<file path="config.mk">
export PLATFORM = sky130hd
export DESIGN_NAME = dmcr_regs
export DESIGN_NICKNAME = d
export VERILOG_FILES = /design/src/hw/dmcr_pkg.sv /design/src/hw/dmcr_regs.sv
export SDC_FILE = /design/constraint.sdc
export NUM_CORES = 1
export LEC_CHECK = 0
export BUFFER_PORTS_ARGS = -buffer_cell sky130_fd_sc_hd__buf_2
export CORE_AREA = 10 10 157 159
export DETAILED_ROUTE_END_ITERATION = 8
export DIE_AREA = 0 0 167 169
export PLACE_DENSITY = 0.61
export SLEW_MARGIN = 20
export SYNTH_ARGS = -nofsm -noshare
export SYNTH_HDL_FRONTEND = slang
export SYNTH_SLANG_ARGS = --single-unit
</file>
<file path="constraint.sdc">
create_clock -name clk -period 2 [get_ports clk]
set_input_delay 0.4 -clock clk [delete_from_list [all_inputs] [get_ports clk]]
set_output_delay 0.4 -clock clk [all_outputs]
set_load 0.02 [all_outputs]
</file>
<file path="src/hw/dmcr_pkg.sv">
/*
 * Package for the DAC mode-control register bank: register indices, field positions,
 * reset values, soft-restart length and the carrier structs.
 * Assumes nothing of its surroundings; imported by the register bank module.
 */
package dmcr_pkg;

	// Control word layout: bit 15 fixed zero, index in 14:8, data in 7:0
	localparam int IDX_W       = 7;
	localparam int DATA_W      = 8;
	localparam int WORD_ZERO_B = 15;
	localparam int IDX_MSB     = 14;
	localparam int IDX_LSB     = 8;

	// Register indices
	localparam logic [6:0] IDX_ATTEN_CH1   = 7'h01;
	localparam logic [6:0] IDX_ATTEN_CH2   = 7'h02;
	localparam logic [6:0] IDX_ATTEN_CH3   = 7'h03;
	localparam logic [6:0] IDX_ATTEN_CH4   = 7'h04;
	localparam logic [6:0] IDX_ATTEN_CH5   = 7'h05;
	localparam logic [6:0] IDX_ATTEN_CH6   = 7'h06;
	localparam logic [6:0] IDX_SILENCE_1_6 = 7'h07;
	localparam logic [6:0] IDX_DISABLE_1_6 = 7'h08;
	localparam logic [6:0] IDX_FORMAT      = 7'h09;
	localparam logic [6:0] IDX_DEEMPH      = 7'h0a;
	localparam logic [6:0] IDX_INTERP      = 7'h0c;
	localparam logic [6:0] IDX_FLAG_RANGE  = 7'h0d;
	localparam logic [6:0] IDX_SILENCE_ST  = 7'h0e;
	localparam logic [6:0] IDX_ATTEN_CH7   = 7'h10;
	localparam logic [6:0] IDX_ATTEN_CH8   = 7'h11;
	localparam logic [6:0] IDX_SILENCE_7_8 = 7'h12;
	localparam logic [6:0] IDX_DISABLE_7_8 = 7'h13;

	// Reset values of the stored bytes
	localparam logic [7:0] RST_ATTEN       = 8'hff;  // 0 dB, no attenuation
	localparam logic [7:0] RST_SILENCE     = 8'h00;
	localparam logic [7:0] RST_DISABLE     = 8'h00;
	localparam logic [7:0] RST_FORMAT      = 8'h05;  // Left-justified, sharp roll-off
	localparam logic [7:0] RST_DEEMPH      = 8'h00;  // Off, 44.1 kHz, normal phase
	localparam logic [7:0] RST_INTERP      = 8'h00;
	localparam logic [7:0] RST_FLAG_RANGE  = 8'h00;  // 0 to -63 dB range

	// Field positions
	localparam int FMT_LSB     = 0;
	localparam int ROLLOFF_B   = 5;
	localparam int DEEMPH_EN_B = 0;
	localparam int DMF_LSB     = 3;
	localparam int INVERT_B    = 5;
	localparam int FLAGPOL_B   = 6;
	localparam int RESTART_B   = 7;
	localparam int OVER_B      = 7;
	localparam int RANGE_B     = 7;
	localparam int ROUTE_LSB   = 5;

	// Writable-bit mask of the soft mute 7-8 register: test bits are stored as written
	localparam logic [7:0] MASK_SIL_7_8 = 8'hff;

	// Soft restart holds the bank in reset this many system clocks
	localparam int RESTART_CYCLES = 1024;

	// Host access carrier
	typedef struct packed {
		logic       wr;    // Write strobe
		logic       rd;    // Read strobe
		logic [6:0] idx;   // Register index
		logic [7:0] data;  // Write data
	} dmcr_req_t;

	// Decoded mode settings to the audio path
	typedef struct packed {
		logic [7:0][7:0] atten_level;          // Per channel attenuation
		logic [7:0]      soft_silence;         // Per channel soft mute
		logic [7:0]      channel_disable;      // Per channel disable
		logic [2:0]      audio_format;         // Serial audio format
		logic            rolloff_select;       // Slow roll-off when set
		logic            deemph_enable;        // De-emphasis on all channels
		logic [1:0]      deemph_rate;          // De-emphasis sample rate
		logic            output_invert;        // Output phase invert
		logic            silence_flag_polarity;// Zero-flag polarity
		logic            over_rate;            // Oversampling rate control
		logic [1:0]      silence_flag_routing; // Zero-flag combination
		logic            atten_range_select;   // 1 dB step range when set
	} dmcr_mode_t;

endpackage : dmcr_pkg

</file>
<file path="src/hw/dmcr_regs.sv">
/*
 * Mode-control register bank of an eight-channel audio DAC.
 * Assumes a serial port front end (SPI or I2C) that hands over one decoded 16-bit
 * control word per access as a one-cycle strobe, synchronous to clk.
 */
// Function
// - Eight attenuation bytes, reset to 0 dB
// - Range select bit, reset 0.5 dB steps
// - Format field, reset left-justified 24-bit
// - Roll-off select bit, reset sharp
// - De-emphasis enable, reset disabled
// - De-emphasis rate field, reset 44.1 kHz
// - Zero-detect status readable over I2C only
// - Word: zero, 7-bit index, data byte
// - Undefined index acknowledged, write discarded
// - Soft restart resets bank 1024 clocks
`timescale 1ns/10ps
`default_nettype none

module dmcr_regs
	import dmcr_pkg::*;
#(
	parameter int RESTART_LEN = RESTART_CYCLES  // Soft restart length in clocks
) (
	input  wire logic        clk,            // 10 MHz system clock
	input  wire logic        rst_n,          // Power-on reset, active low
	input  wire logic        wr_stb,         // Write word strobe, one cycle
	input  wire logic        rd_stb,         // Read request strobe, one cycle
	input  wire logic [15:0] ctrl_word,      // Control word, index and data
	input  wire logic        via_i2c,        // Access came over I2C
	input  wire logic [7:0]  zero_detect,    // Per channel zero detect
	output logic             ack,            // Access accepted
	output logic [7:0]       rd_data,        // Read data byte
	output logic             rd_valid,       // Read data valid pulse
	output logic             in_restart,     // Soft restart in progress
	output dmcr_mode_t       mode            // Decoded settings
);

	logic        rst_s1_r;              // Reset release stage one
	logic        rst_s2_r;              // Reset release stage two
	logic [10:0] restart_cnt_r;         // Soft restart counter
	logic        restart_r;             // Soft restart active
	logic [7:0]  atten_r [8];           // Attenuation bytes
	logic [7:0]  sil16_r;               // Soft mute 1-6 register
	logic [7:0]  sil78_r;               // Soft mute 7-8 register
	logic [7:0]  dis16_r;               // Disable 1-6 register
	logic [7:0]  dis78_r;               // Disable 7-8 register
	logic [7:0]  fmt_r;                 // Format and roll-off register
	logic [7:0]  deemph_r;              // De-emphasis and phase register
	logic [7:0]  interp_r;              // Oversampling register
	logic [7:0]  flag_r;                // Flag routing and range register
	logic [7:0]  zero_r;                // Registered zero-detect status
	logic [6:0]  widx;                  // Index of the access
	logic [7:0]  wdat;                  // Data byte of the access
	logic        word_ok;               // Bit 15 zero
	logic        bank_rst_n;            // Combined bank reset
	logic [7:0]  rd_mux;                // Read value of index

	// Release power-on reset through two flops
	// so that no flop leaves reset on an edge where the release itself may settle late
	always_ff @(posedge clk or negedge rst_n) begin
		if (!rst_n) begin
			rst_s1_r <= 1'b0;
			rst_s2_r <= 1'b0;
		end else begin
			rst_s1_r <= 1'b1;
			rst_s2_r <= rst_s1_r;
		end
	end

	// Split the word; a word with bit 15 set is not a control word
	assign widx    = ctrl_word[IDX_MSB:IDX_LSB];
	assign wdat    = ctrl_word[DATA_W-1:0];
	assign word_ok = ~ctrl_word[WORD_ZERO_B];

	// Soft restart counter: runs while the bank is held in reset
	always_ff @(posedge clk or negedge rst_s2_r) begin
		if (!rst_s2_r) begin
			restart_r     <= 1'b0;
			restart_cnt_r <= 11'h000;
		end else if (restart_r) begin
			// Counts the restart period then lets the bank go
			if (restart_cnt_r == 11'(RESTART_LEN - 1)) begin
				restart_r     <= 1'b0;
				restart_cnt_r <= 11'h000;
			end else begin
				restart_cnt_r <= restart_cnt_r + 11'h001;
			end
		end else if (wr_stb && word_ok && widx == IDX_DEEMPH && wdat[RESTART_B]) begin
			restart_r <= 1'b1;
		end
	end

	// Bank held in reset during restart, acting as at power-on
	// A write that arrives inside the restart period is lost, as it would be at power-on
	assign bank_rst_n = rst_s2_r & ~restart_r;
	assign in_restart = restart_r;

	// Attenuation bytes, one per channel
	// Only the target level is kept; stepping toward it is done downstream
	always_ff @(posedge clk) begin
		if (!bank_rst_n) begin
			for (int i = 0; i < 8; i++) begin
				atten_r[i] <= RST_ATTEN;
			end
		end else if (wr_stb && word_ok) begin
			// Channel 1-6 at indices 1-6, channels 7-8 at 16-17
			case (widx)
				IDX_ATTEN_CH1: atten_r[0] <= wdat;
				IDX_ATTEN_CH2: atten_r[1] <= wdat;
				IDX_ATTEN_CH3: atten_r[2] <= wdat;
				IDX_ATTEN_CH4: atten_r[3] <= wdat;
				IDX_ATTEN_CH5: atten_r[4] <= wdat;
				IDX_ATTEN_CH6: atten_r[5] <= wdat;
				IDX_ATTEN_CH7: atten_r[6] <= wdat;
				IDX_ATTEN_CH8: atten_r[7] <= wdat;
				default: ;  // Other indices leave these alone
			endcase
		end
	end

	// Control registers; undefined indices store nothing
	// Test bits are kept as written so the host reads back what it sent
	always_ff @(posedge clk) begin
		if (!bank_rst_n) begin
			sil16_r  <= RST_SILENCE;
			sil78_r  <= RST_SILENCE;
			dis16_r  <= RST_DISABLE;
			dis78_r  <= RST_DISABLE;
			fmt_r    <= RST_FORMAT;
			deemph_r <= RST_DEEMPH;
			interp_r <= RST_INTERP;
			flag_r   <= RST_FLAG_RANGE;
		end else if (wr_stb && word_ok) begin
			case (widx)
				IDX_SILENCE_1_6: sil16_r  <= wdat;
				IDX_SILENCE_7_8: sil78_r  <= wdat & MASK_SIL_7_8;
				IDX_DISABLE_1_6: dis16_r  <= wdat;
				IDX_DISABLE_7_8: dis78_r  <= wdat;
				IDX_FORMAT:      fmt_r    <= wdat;
				// Restart bit is not stored; the counter takes it
				IDX_DEEMPH:      deemph_r <= {1'b0, wdat[6:0]};
				IDX_INTERP:      interp_r <= wdat;
				IDX_FLAG_RANGE:  flag_r   <= wdat;
				default: ;  // Reserved, status and undefined indices discarded
			endcase
		end
	end

	// Status sampled each cycle so reads see a stable byte
	always_ff @(posedge clk or negedge rst_s2_r) begin
		if (!rst_s2_r) begin
			zero_r <= 8'h00;
		end else begin
			zero_r <= zero_detect;
		end
	end

	// Read selection of the addressed byte
	always_comb begin
		case (widx)
			IDX_ATTEN_CH1:   rd_mux = atten_r[0];
			IDX_ATTEN_CH2:   rd_mux = atten_r[1];
			IDX_ATTEN_CH3:   rd_mux = atten_r[2];
			IDX_ATTEN_CH4:   rd_mux = atten_r[3];
			IDX_ATTEN_CH5:   rd_mux = atten_r[4];
			IDX_ATTEN_CH6:   rd_mux = atten_r[5];
			IDX_ATTEN_CH7:   rd_mux = atten_r[6];
			IDX_ATTEN_CH8:   rd_mux = atten_r[7];
			IDX_SILENCE_1_6: rd_mux = sil16_r;
			IDX_SILENCE_7_8: rd_mux = sil78_r;
			IDX_DISABLE_1_6: rd_mux = dis16_r;
			IDX_DISABLE_7_8: rd_mux = dis78_r;
			IDX_FORMAT:      rd_mux = fmt_r;
			IDX_DEEMPH:      rd_mux = deemph_r;
			IDX_INTERP:      rd_mux = interp_r;
			IDX_FLAG_RANGE:  rd_mux = flag_r;
			// Status only over I2C; SPI has no read path for it
			IDX_SILENCE_ST:  rd_mux = via_i2c ? zero_r : 8'h00;
			default:         rd_mux = 8'h00;  // Undefined reads as zero
		endcase
	end

	// Read data register, updated only on a read strobe
	// The byte holds until the next read, so a slow port front end may fetch it late
	always_ff @(posedge clk or negedge rst_s2_r) begin
		if (!rst_s2_r) begin
			rd_data  <= 8'h00;
			rd_valid <= 1'b0;
		end else begin
			rd_valid <= rd_stb;
			if (rd_stb) begin
				rd_data <= rd_mux;
			end
		end
	end

	// Every access is acknowledged, defined or not
	// so that a stray index never stalls the serial port front end
	assign ack = wr_stb | rd_stb;

	// Decoded settings for the audio path
	always_comb begin
		for (int i = 0; i < 8; i++) begin
			mode.atten_level[i] = atten_r[i];
		end
		mode.soft_silence          = {sil78_r[1:0], sil16_r[5:0]};
		mode.channel_disable       = {dis78_r[1:0], dis16_r[5:0]};
		mode.audio_format          = fmt_r[FMT_LSB +: 3];
		mode.rolloff_select        = fmt_r[ROLLOFF_B];
		mode.deemph_enable         = deemph_r[DEEMPH_EN_B];
		mode.deemph_rate           = deemph_r[DMF_LSB +: 2];
		mode.output_invert         = deemph_r[INVERT_B];
		mode.silence_flag_polarity = deemph_r[FLAGPOL_B];
		mode.over_rate             = interp_r[OVER_B];
		mode.silence_flag_routing  = flag_r[ROUTE_LSB +: 2];
		mode.atten_range_select    = flag_r[RANGE_B];
	end

endmodule : dmcr_regs

`default_nettype wire

</file>
# Word level (Yosys, flattened, before mapping)
# Memories as Yosys holds them, arrays and structs flattened.
# Cells that the tools add are included.
# op_classes
n_reduce_logical	11
add_sub_neg	1
n_mux	47
bitwise_logic	12
eq_ne	18
# ops
cell	n
one-hot mux 8 bit (17 select lines)	1
two-way mux 8 bit	9
== test 7 x 4 -> 1 bit (second input constant)	6
two-way mux 1 bit	36
== test 7 x 3 -> 1 bit (second input constant)	4
== test 7 x 5 -> 1 bit (second input constant)	4
AND reduction 2 bit	8
== test 7 x 2 -> 1 bit (second input constant)	2
adder 11 x 1 -> 11 bit (second input constant)	1
== test 11 x 10 -> 1 bit (second input constant)	1
two-way mux 11 bit	1
bitwise OR 1 bit	9
== test 7 x 1 -> 1 bit (second input constant)	1
logical AND 1 bit	3
NOT 1 bit	2
bitwise AND 1 bit	1
# totals
regBits	94
mem_bits_rw	64
inputBits	29
out_inout_bits	104
memories	1
word_cells	105
# mem_list
name	words	word_bits	read_ports	rd_clocked_by_memory_dff	wr	line_no	rtl
atten_r	8	8	8	0	8	dmcr_regs.sv:43	logic [7:0] atten_r [8];

# Logic depth before layout (Yosys ltp)
# Gate-level depths: netlist of run 1.
# logic_depth
depth_word	6
depth_mapped	8
ltp_nobuf	6

# Worst setup path before layout of run 1
# No wires, ideal clock.
# synth_path
path_type	input to register
startpoint	in ctrl_word[12]
endpoint	mem atten_r[2][0], in the netlist atten_r[0][16] (enable)
arrival_ns	2.117
t_required_ns	1.616
setup_ns	0.384
setup_slack_ns	-0.501
n_path_buf	3
cell_stages	6
cell_sequence	buf_6 -> or3_1 -> buf_6 -> or3_1 -> buf_6 -> o21ai_0
# synth_rtl
element	line_no	rtl
from (decl)	dmcr_regs.sv:29	input wire logic [15:0] ctrl_word,
to (decl)	dmcr_regs.sv:43	

==> metrics.yaml, run 1 <==
status:
  status: "complete, no violations"
route:
  drt_wl_total_mm: 26.98
  first_pass_iters: 8
  via_per_inst: 5.342
  drc: 0
  drt_iter0_drc: 650
  ant_nets: 0
  wl_per_cell_microns: 22.61
  vias: 6373
sta:
  finalCriticalPeriod_ns: 1.781
  tns_ns: 0
  fmax_ghz: 0.5616
  setup_viol: 0
  finalMaxSlewViolations: 0
  maxSlewHeadroom_pct: 65.78
  fin_skew_ns: 0.01437
  finalHoldWorstSlack_ns: 0.07386
  fin_crit_sh_pct: 89.03
  grt_setup_unrepaired: "false"
  setup_ws_ns: 0.2195
  tightest_slew_ns: 0.5079
  final_hold_viol_count: 0
yosys:
  netlist_instances: 728
  synth_top_area_share_pct: 25.91
  syn-mean-instance-area_sq_um: 10.19
  synthFlopType: "edfxtp_1"
  syn_area_sq_um: 7418
  yosys_warnings: 0
  synth.distinct_cells: 66
  synth.area.top_cells: "edfxtp_1, dfxtp_1, dfrtp_1"
  syn-num-nets: 758
  ys_seq_area_share_pct: 53.36
  async_reset_ff_share_pct: 19.62
  ys_ff_latch: 158
  synth-edff-count: 64
  yosysTopAreaCell: "edfxtp_1"
cts:
  clk_path_buf_depth: 2
  clk_pin_slew_ns: 0.07
  cts_tree: "built"
  post_cts_resized: 0
  cts.hold.buffers_added: 1
  clockRootBuffer: "clkbuf_16"
  clkLatencyLatePin_ns: 0.43
  post_cts_buffers: 0
  htreeDepth: 4
  cts_buffers: 17
  cts_sinks: 158
setup_path:
  crit_chain: "inv_1 > nand2_2 > buf_12 > nor2_1 > buf_4 > nand2_1"
  cp.required_ns: 2.18
  max_stage_delay_ns: 0.50
  startpoint_type: "register"
  arrival_ns: 1.96
  r2r_start: "in_restart$_DFF_PN0_"
  reg2reg_setup_slack_ns: 0.22
  cp_max_fo: 26
  crit_path_top_delay_cell: "dfrtp_1"
  end_kind: "register"
  cp.depth: 6
  worstPathBufferInverterCount: 3
  worstSetupPathType: "reg2reg"
  reg2regPathDepth: 6
  path_delay_family: "buffers and inverters"
  r2r_end: "atten_r[0][12]$_SDFFCE_PN1P_"
place:
  io_buffers: 132
  finalWeightedCongestion: 0.9354
  post-place-ws_ns: -0.08657
  dp_cells: 1160
  dp_hpwl_mm: 20.97
global_routing:
  grt_max_degree: 27
  track_usage_pct: 18.60
  grt_pass1_vias: 6330
  grt-ovfl-total: 0
  grt_pass1_wl_mm: 40.07
  antenna_found_initial: 0
min_path:
  min_path_cells: 1
  min_to: "zero_r[7]$_DFF_PN0_"
  hp-start: "zero_detect[7]"
  hold_class: "in2reg"
final_layout:
  layout_common_cells: "buf_2, nand2_1, buf_4, nor2_1, edfxtp_1"
  syn_to_final_growth_pct: 27.80
  drive_gt1_share_pct: 32.20
  nets: 930
  num_antenna_cells: 0
  instances_no_fill: 1193
  final_common_cell: "buf_2"
floorplan:
  fp.dieArea_sq_um: 28220
  core_area_sq_um: 21550
  ios: 133
  die_x_microns: 167
  dieHeight_microns: 169
  num_rows: 54
  initial_utilization_pct: 34.42
power:
  p_leak_uw: 0.003610
  peakVddDrop_v: 0.0004303
  power_density_nw_per_um2: 740.8
flow_run:
  maxCapViolations: 0
-- per-layer routing --
layer / part of all wire, % / global-route usage, %
met5: 0 / 0
met4: 1.9 / 5.613
met3: 8.8 / 4.979
met2: 48 / 30.71
met1: 41 / 23.25
-- power breakdown --
group          switching (uW)  internal (uW)
sequential               11.8           3350
combinational             270            174
clock                    1470           1750
-- synthesized netlist by cell type (2+ instances only) --
library cell,count
nand2_1,115
edfxtp_1,64
nor2_1,64
dfxtp_1,63
mux2i_1,59
a21oi_1,36
dfrtp_1,31
buf_4,30
nand3_1,29
o21ai_0,28
clkbuf_1,26
buf_2,15
nor2b_1,13
a22oi_1,11
inv_1,11
a31oi_1,10
nand2b_1,7
nand4_1,7
nor3b_1,7
mux2_2,6
nor3_1,5
o2bb2ai_1,5
xnor2_1,5
a211oi_1,4
a32oi_1,4
and2_1,4
buf_6,4
nor4_1,4
o22ai_1,4
a221oi_1,3
a22o_1,3
and3_1,3
buf_1,3
mux4_2,3
nor2_4,3
nand3_2,2
nand3b_1,2
o211ai_1,2
o221ai_1,2
o32ai_1,2
or2_2,2
or3_1,2
or4_1,2
-- worst reg2reg max path, stage by stage, from the launching register on --
cell	delay [ns]
dfrtp_1	0.50
inv_1	0.24
nand2_2	0.10
buf_12	0.17
nor2_1	0.25
buf_4	0.22
nand2_1	0.06
-- logic make-up (layout without fill, tap and decap cells) --
family          after synthesis  count (layout)  share of synthesized area, %
xor+xnor                      6               6                        0.7084
compound gates              125             125                         11.13
other cells                   1               1                       0.05055
flops                       158             158                         53.36
simple gates                280             280                         18.11
mux                          68              68                         9.782
fa+ha+maj                     1               1                        0.1686
buf+inv                      89             274                         6.679
-- area by class of cell --
cell class,instances,area (sq um)
Clock inverter,13,115.1
Multi-Input combinational cell,481,2993
Fill cell,2107,12070
Sequential cell,158,3960
Tap cell,280,350.3
Clock buffer,19,464.2
Inverter,11,41.29
Timing Repair Buffer,231,1556
-- through the flow --
| step | power (uW) | utilization [%] | area (sq um) |
|---|---|---|---|
| after detailed placement | 3865 | 41.25 | 8891 |
| after global placement | 3866 | 41.25 | 8891 |
| final | 7023 | 43.99 | 9480 |
| after CTS | 7065 | 43.99 | 9480 |
| after global routing | 7237 | 43.99 | 9480 |
| after floorplan | 3639 | - | 7446 |
-- flip-flops by register name, indices dropped and copies added, names as in the netlist --
signal and count:
sil16_r 8, dis78_r 8, rst_s1_r 1, zero_r 8, interp_r 8, rd_valid 1, restart_cnt_r 11, rd_data 8
in_restart 1, sil78_r 8, dis16_r 8, flag_r 8, deemph_r 7, rst_s2_r 1, atten_r 64, fmt_r 8
-- worst max-delay path by stage --
| stage | slack [ns] | from | endpoint |
|---|---|---|---|
| after floorplan | -0.09 | ctrl_word[12] | atten_r[0][0]$_SDFFCE_PN1P_ |
| after global placement | -0.08 | ctrl_word[13] | atten_r[0][6]$_SDFFCE_PN1P_ |
| final | 0.22 | in_restart$_DFF_PN0_ | atten_r[0][12]$_SDFFCE_PN1P_ |
| after global routing | 0.14 | in_restart$_DFF_PN0_ | atten_r[0][12]$_SDFFCE_PN1P_ |
| after CTS | 0.25 | in_restart$_DFF_PN0_ | atten_r[0][12]$_SDFFCE_PN1P_ |
| after detailed placement | -0.09 | ctrl_word[13] | rd_data[4]$_DFFE_PN0P_ |
(Power assumes the default switching activity.)
==> run 2: changes to the inputs <==
CORE_AREA = 2 2 149 151   (was 10 10 157 159)
DIE_AREA = 0 0 151 153   (was 0 0 167 169)
==> metrics.yaml, run 2 (same netlist as run 1, synthesis figures left out) <==
route:
  wl_per_cell_microns: 22.13  # -2.1%
  ant_nets: 0  # unchanged
  vias: 6289  # -1.3%
  first_pass_iters: 5  # -3
  drt_wl_total_mm: 26.21  # -2.9%
  drt_iter0_drc: 658  # +1.2%
  via_per_inst: 5.312  # -0.57%
  drc: 0  # unchanged
sta:
  fmax_ghz: 0.5415  # -3.6%
  finalMaxSlewViolations: 0  # unchanged
  final_hold_viol_count: 0  # unchanged
  tns_ns: 0  # unchanged
  maxSlewHeadroom_pct: 57.00  # -8.8 points
  grt_setup_unrepaired: "false"
  tightest_slew_ns: 0.6427  # +0.1348 ns
  fin_skew_ns: 0.01152  # -0.002851 ns
  fin_crit_sh_pct: 92.34  # +3.3 points
  finalCriticalPeriod_ns: 1.847  # +0.06628 ns
  setup_viol: 0  # unchanged
setup_path:
  worstSetupPathType: "reg2reg"
  reg2reg_setup_slack_ns: 0.15  # -0.07 ns
  cp.required_ns: 2.30  # +0.12 ns
  arrival_ns: 2.15  # +0.19 ns
  cp-startpoint: "atten_r[0][28]$_SDFFCE_PN1P_"
  r2r_start: "atten_r[0][28]$_SDFFCE_PN1P_"
  cp_max_fo: 2  # -92%
  r2r_end: "rd_data[4]$_DFFE_PN0P_"
  startpoint_type: "register"
  reg2regPathDepth: 6  # unchanged
  end_kind: "register"
cts:
  cts_sinks: 158  # unchanged
  htreeDepth: 4  # unchanged
  cts_tree: "built"
  cts_buffers: 17  # unchanged
  clk_path_buf_depth: 2  # unchanged
  post_cts_resized: 0  # unchanged
  post_cts_buffers: 0  # unchanged
  clk_pin_slew_ns: 0.07  # about the same
  clockRootBuffer: "clkbuf_16"
  cts.hold.buffers_added: 1  # unchanged
  clkLatencyLatePin_ns: 0.43  # about the same
final_layout:
  num_antenna_cells: 0  # unchanged
  reg_top3: "atten_r (64), restart_cnt_r (11)"
  largest_reg_flops: 64  # unchanged
  final_common_cell: "buf_2"
  n_fill_cell: 2144  # +1.8%
  top_register: "atten_r"
  syn_to_final_growth_pct: 26.38
  nets: 921  # -0.97%
  drive_gt1_share_pct: 30.86  # -1.3 points
  stdcell_area_sq_um: 9375  # -1.1%
  layout_common_cells: "buf_2, nand2_1, buf_4, nor2_1, edfxtp_1"
place:
  placed_area_sq_um: 8786  # -1.2%
  finalWeightedCongestion: 0.9195  # -1.7%
  io_buffers: 132  # unchanged
  dp_hpwl_mm: 19.98  # -4.7%
floorplan:
  initial_utilization_pct: 34.53  # +0.11 points
  num_rows: 54  # unchanged
  fp.dieArea_sq_um: 23100  # -18%
  core_area_sq_um: 21490  # -0.31%
  dieHeight_microns: 153  # -9.5%
  die_x_microns: 151  # -9.6%
  ios: 133  # unchanged
power:
  peakVddDrop_v: 0.0004700  # +9.2%
  clkPwrFrac_pct: 46.4  # +0.5 points
  power_frac_seq_pct: 47.6  # -0.2 points
  power_density_nw_per_um2: 753.4  # +1.7%
  p_int_uw: 5429  # +3.1%
  swShare_pct: 23.14  # -1.9 points
  netSwitchingPower_uw: 1635  # -6.9%
  p_leak_uw: 0.003540  # -2.0%
  pwr-share-comb_pct: 6.0  # -0.3 points
global_routing:
  grt_max_degree: 28  # +3.7%
  grt-ovfl-total: 0  # unchanged
  track_usage_pct: 23.08  # +4.5 points
  grt_pass1_vias: 6162  # -2.7%
  antenna_found_initial: 0  # unchanged
  grt_pass1_wl_mm: 39.12  # -2.4%
min_path:
  min_to: "zero_r[5]$_DFF_PN0_"
  min_path_cells: 1  # unchanged
  hp-start: "zero_detect[5]"
  hold_class: "in2reg"
status:
  status: "complete, no violations"
flow_run:
  maxCapViolations: 0  # unchanged
## run 2: worst max path at each step
stage	endpoint	slack [ns]	cells past startpoint
floorplan	atten_r[0][0]$_SDFFCE_PN1P_	-0.09	6
global placement	sil16_r[1]$_SDFFE_PN0P_	-0.07	6
detailed placement	atten_r[1][21]$_DFFE_PP_	-0.1	6
CTS	rd_data[4]$_DFFE_PN0P_	0.20	6
global route	rd_data[4]$_DFFE_PN0P_	0.14	6
finish	rd_data[4]$_DFFE_PN0P_	0.15	6
## run 2: worst max-delay path: stages (launching register included)
cell	delay, ns
edfxtp_1	0.40
mux4_2	0.49
nor2_1	0.24
a211oi_1	0.10
buf_4	0.15
a221oi_1	0.22
a31oi_1	0.11
## run 2: layout make-up
type	count	area [sq um]	area share (%)
timing repair buffer	222	1451	15.48
inverter	11	41.29	0.4404
tap	280	350.3	3.737
sequential	158	3960	42.24
multi-input combinational	481	2993	31.92
clock inverter	9	110.1	1.174
clock buffer	23	469.2	5.005
## run 2: metal layers
metal,global-route usage [%],vias to the layer above,wire length (microns)
li1,-,2895,-
met1,32.09,3073,11280
met2,35.91,287,12260
met3,4.985,34,2108
met4,7.210,0,557
met5,0,-,0
## run 2: stage by stage
step	utilization [%]	total power (uW)	hold slack [ns]	std cells	setup slack, ns
final	43.64	7063	0.06603	1184	0.1532
after global routing	43.64	7266	0.05455	1184	0.1384
after CTS	43.64	7110	0.04614	1184	0.1962
after detailed placement	40.89	3847	0.1881	1151	-0.09937
after global placement	40.89	3849	0.1872	1151	-0.07429
after floorplan	-	3639	0.1044	728	-0.08627
## run 2: power groups by stage
stage | clock, uW | combinational (uW) | sequential [uW]
2_1_floorplan | 0 | 202 | 3440
3_3_place_gp | 0 | 419 | 3430
3_5_place_dp | 0 | 417 | 3430
4_1_cts | 3330 | 420 | 3360
5_1_grt | 3450 | 453 | 3360
6_report | 3280 | 425 | 3360
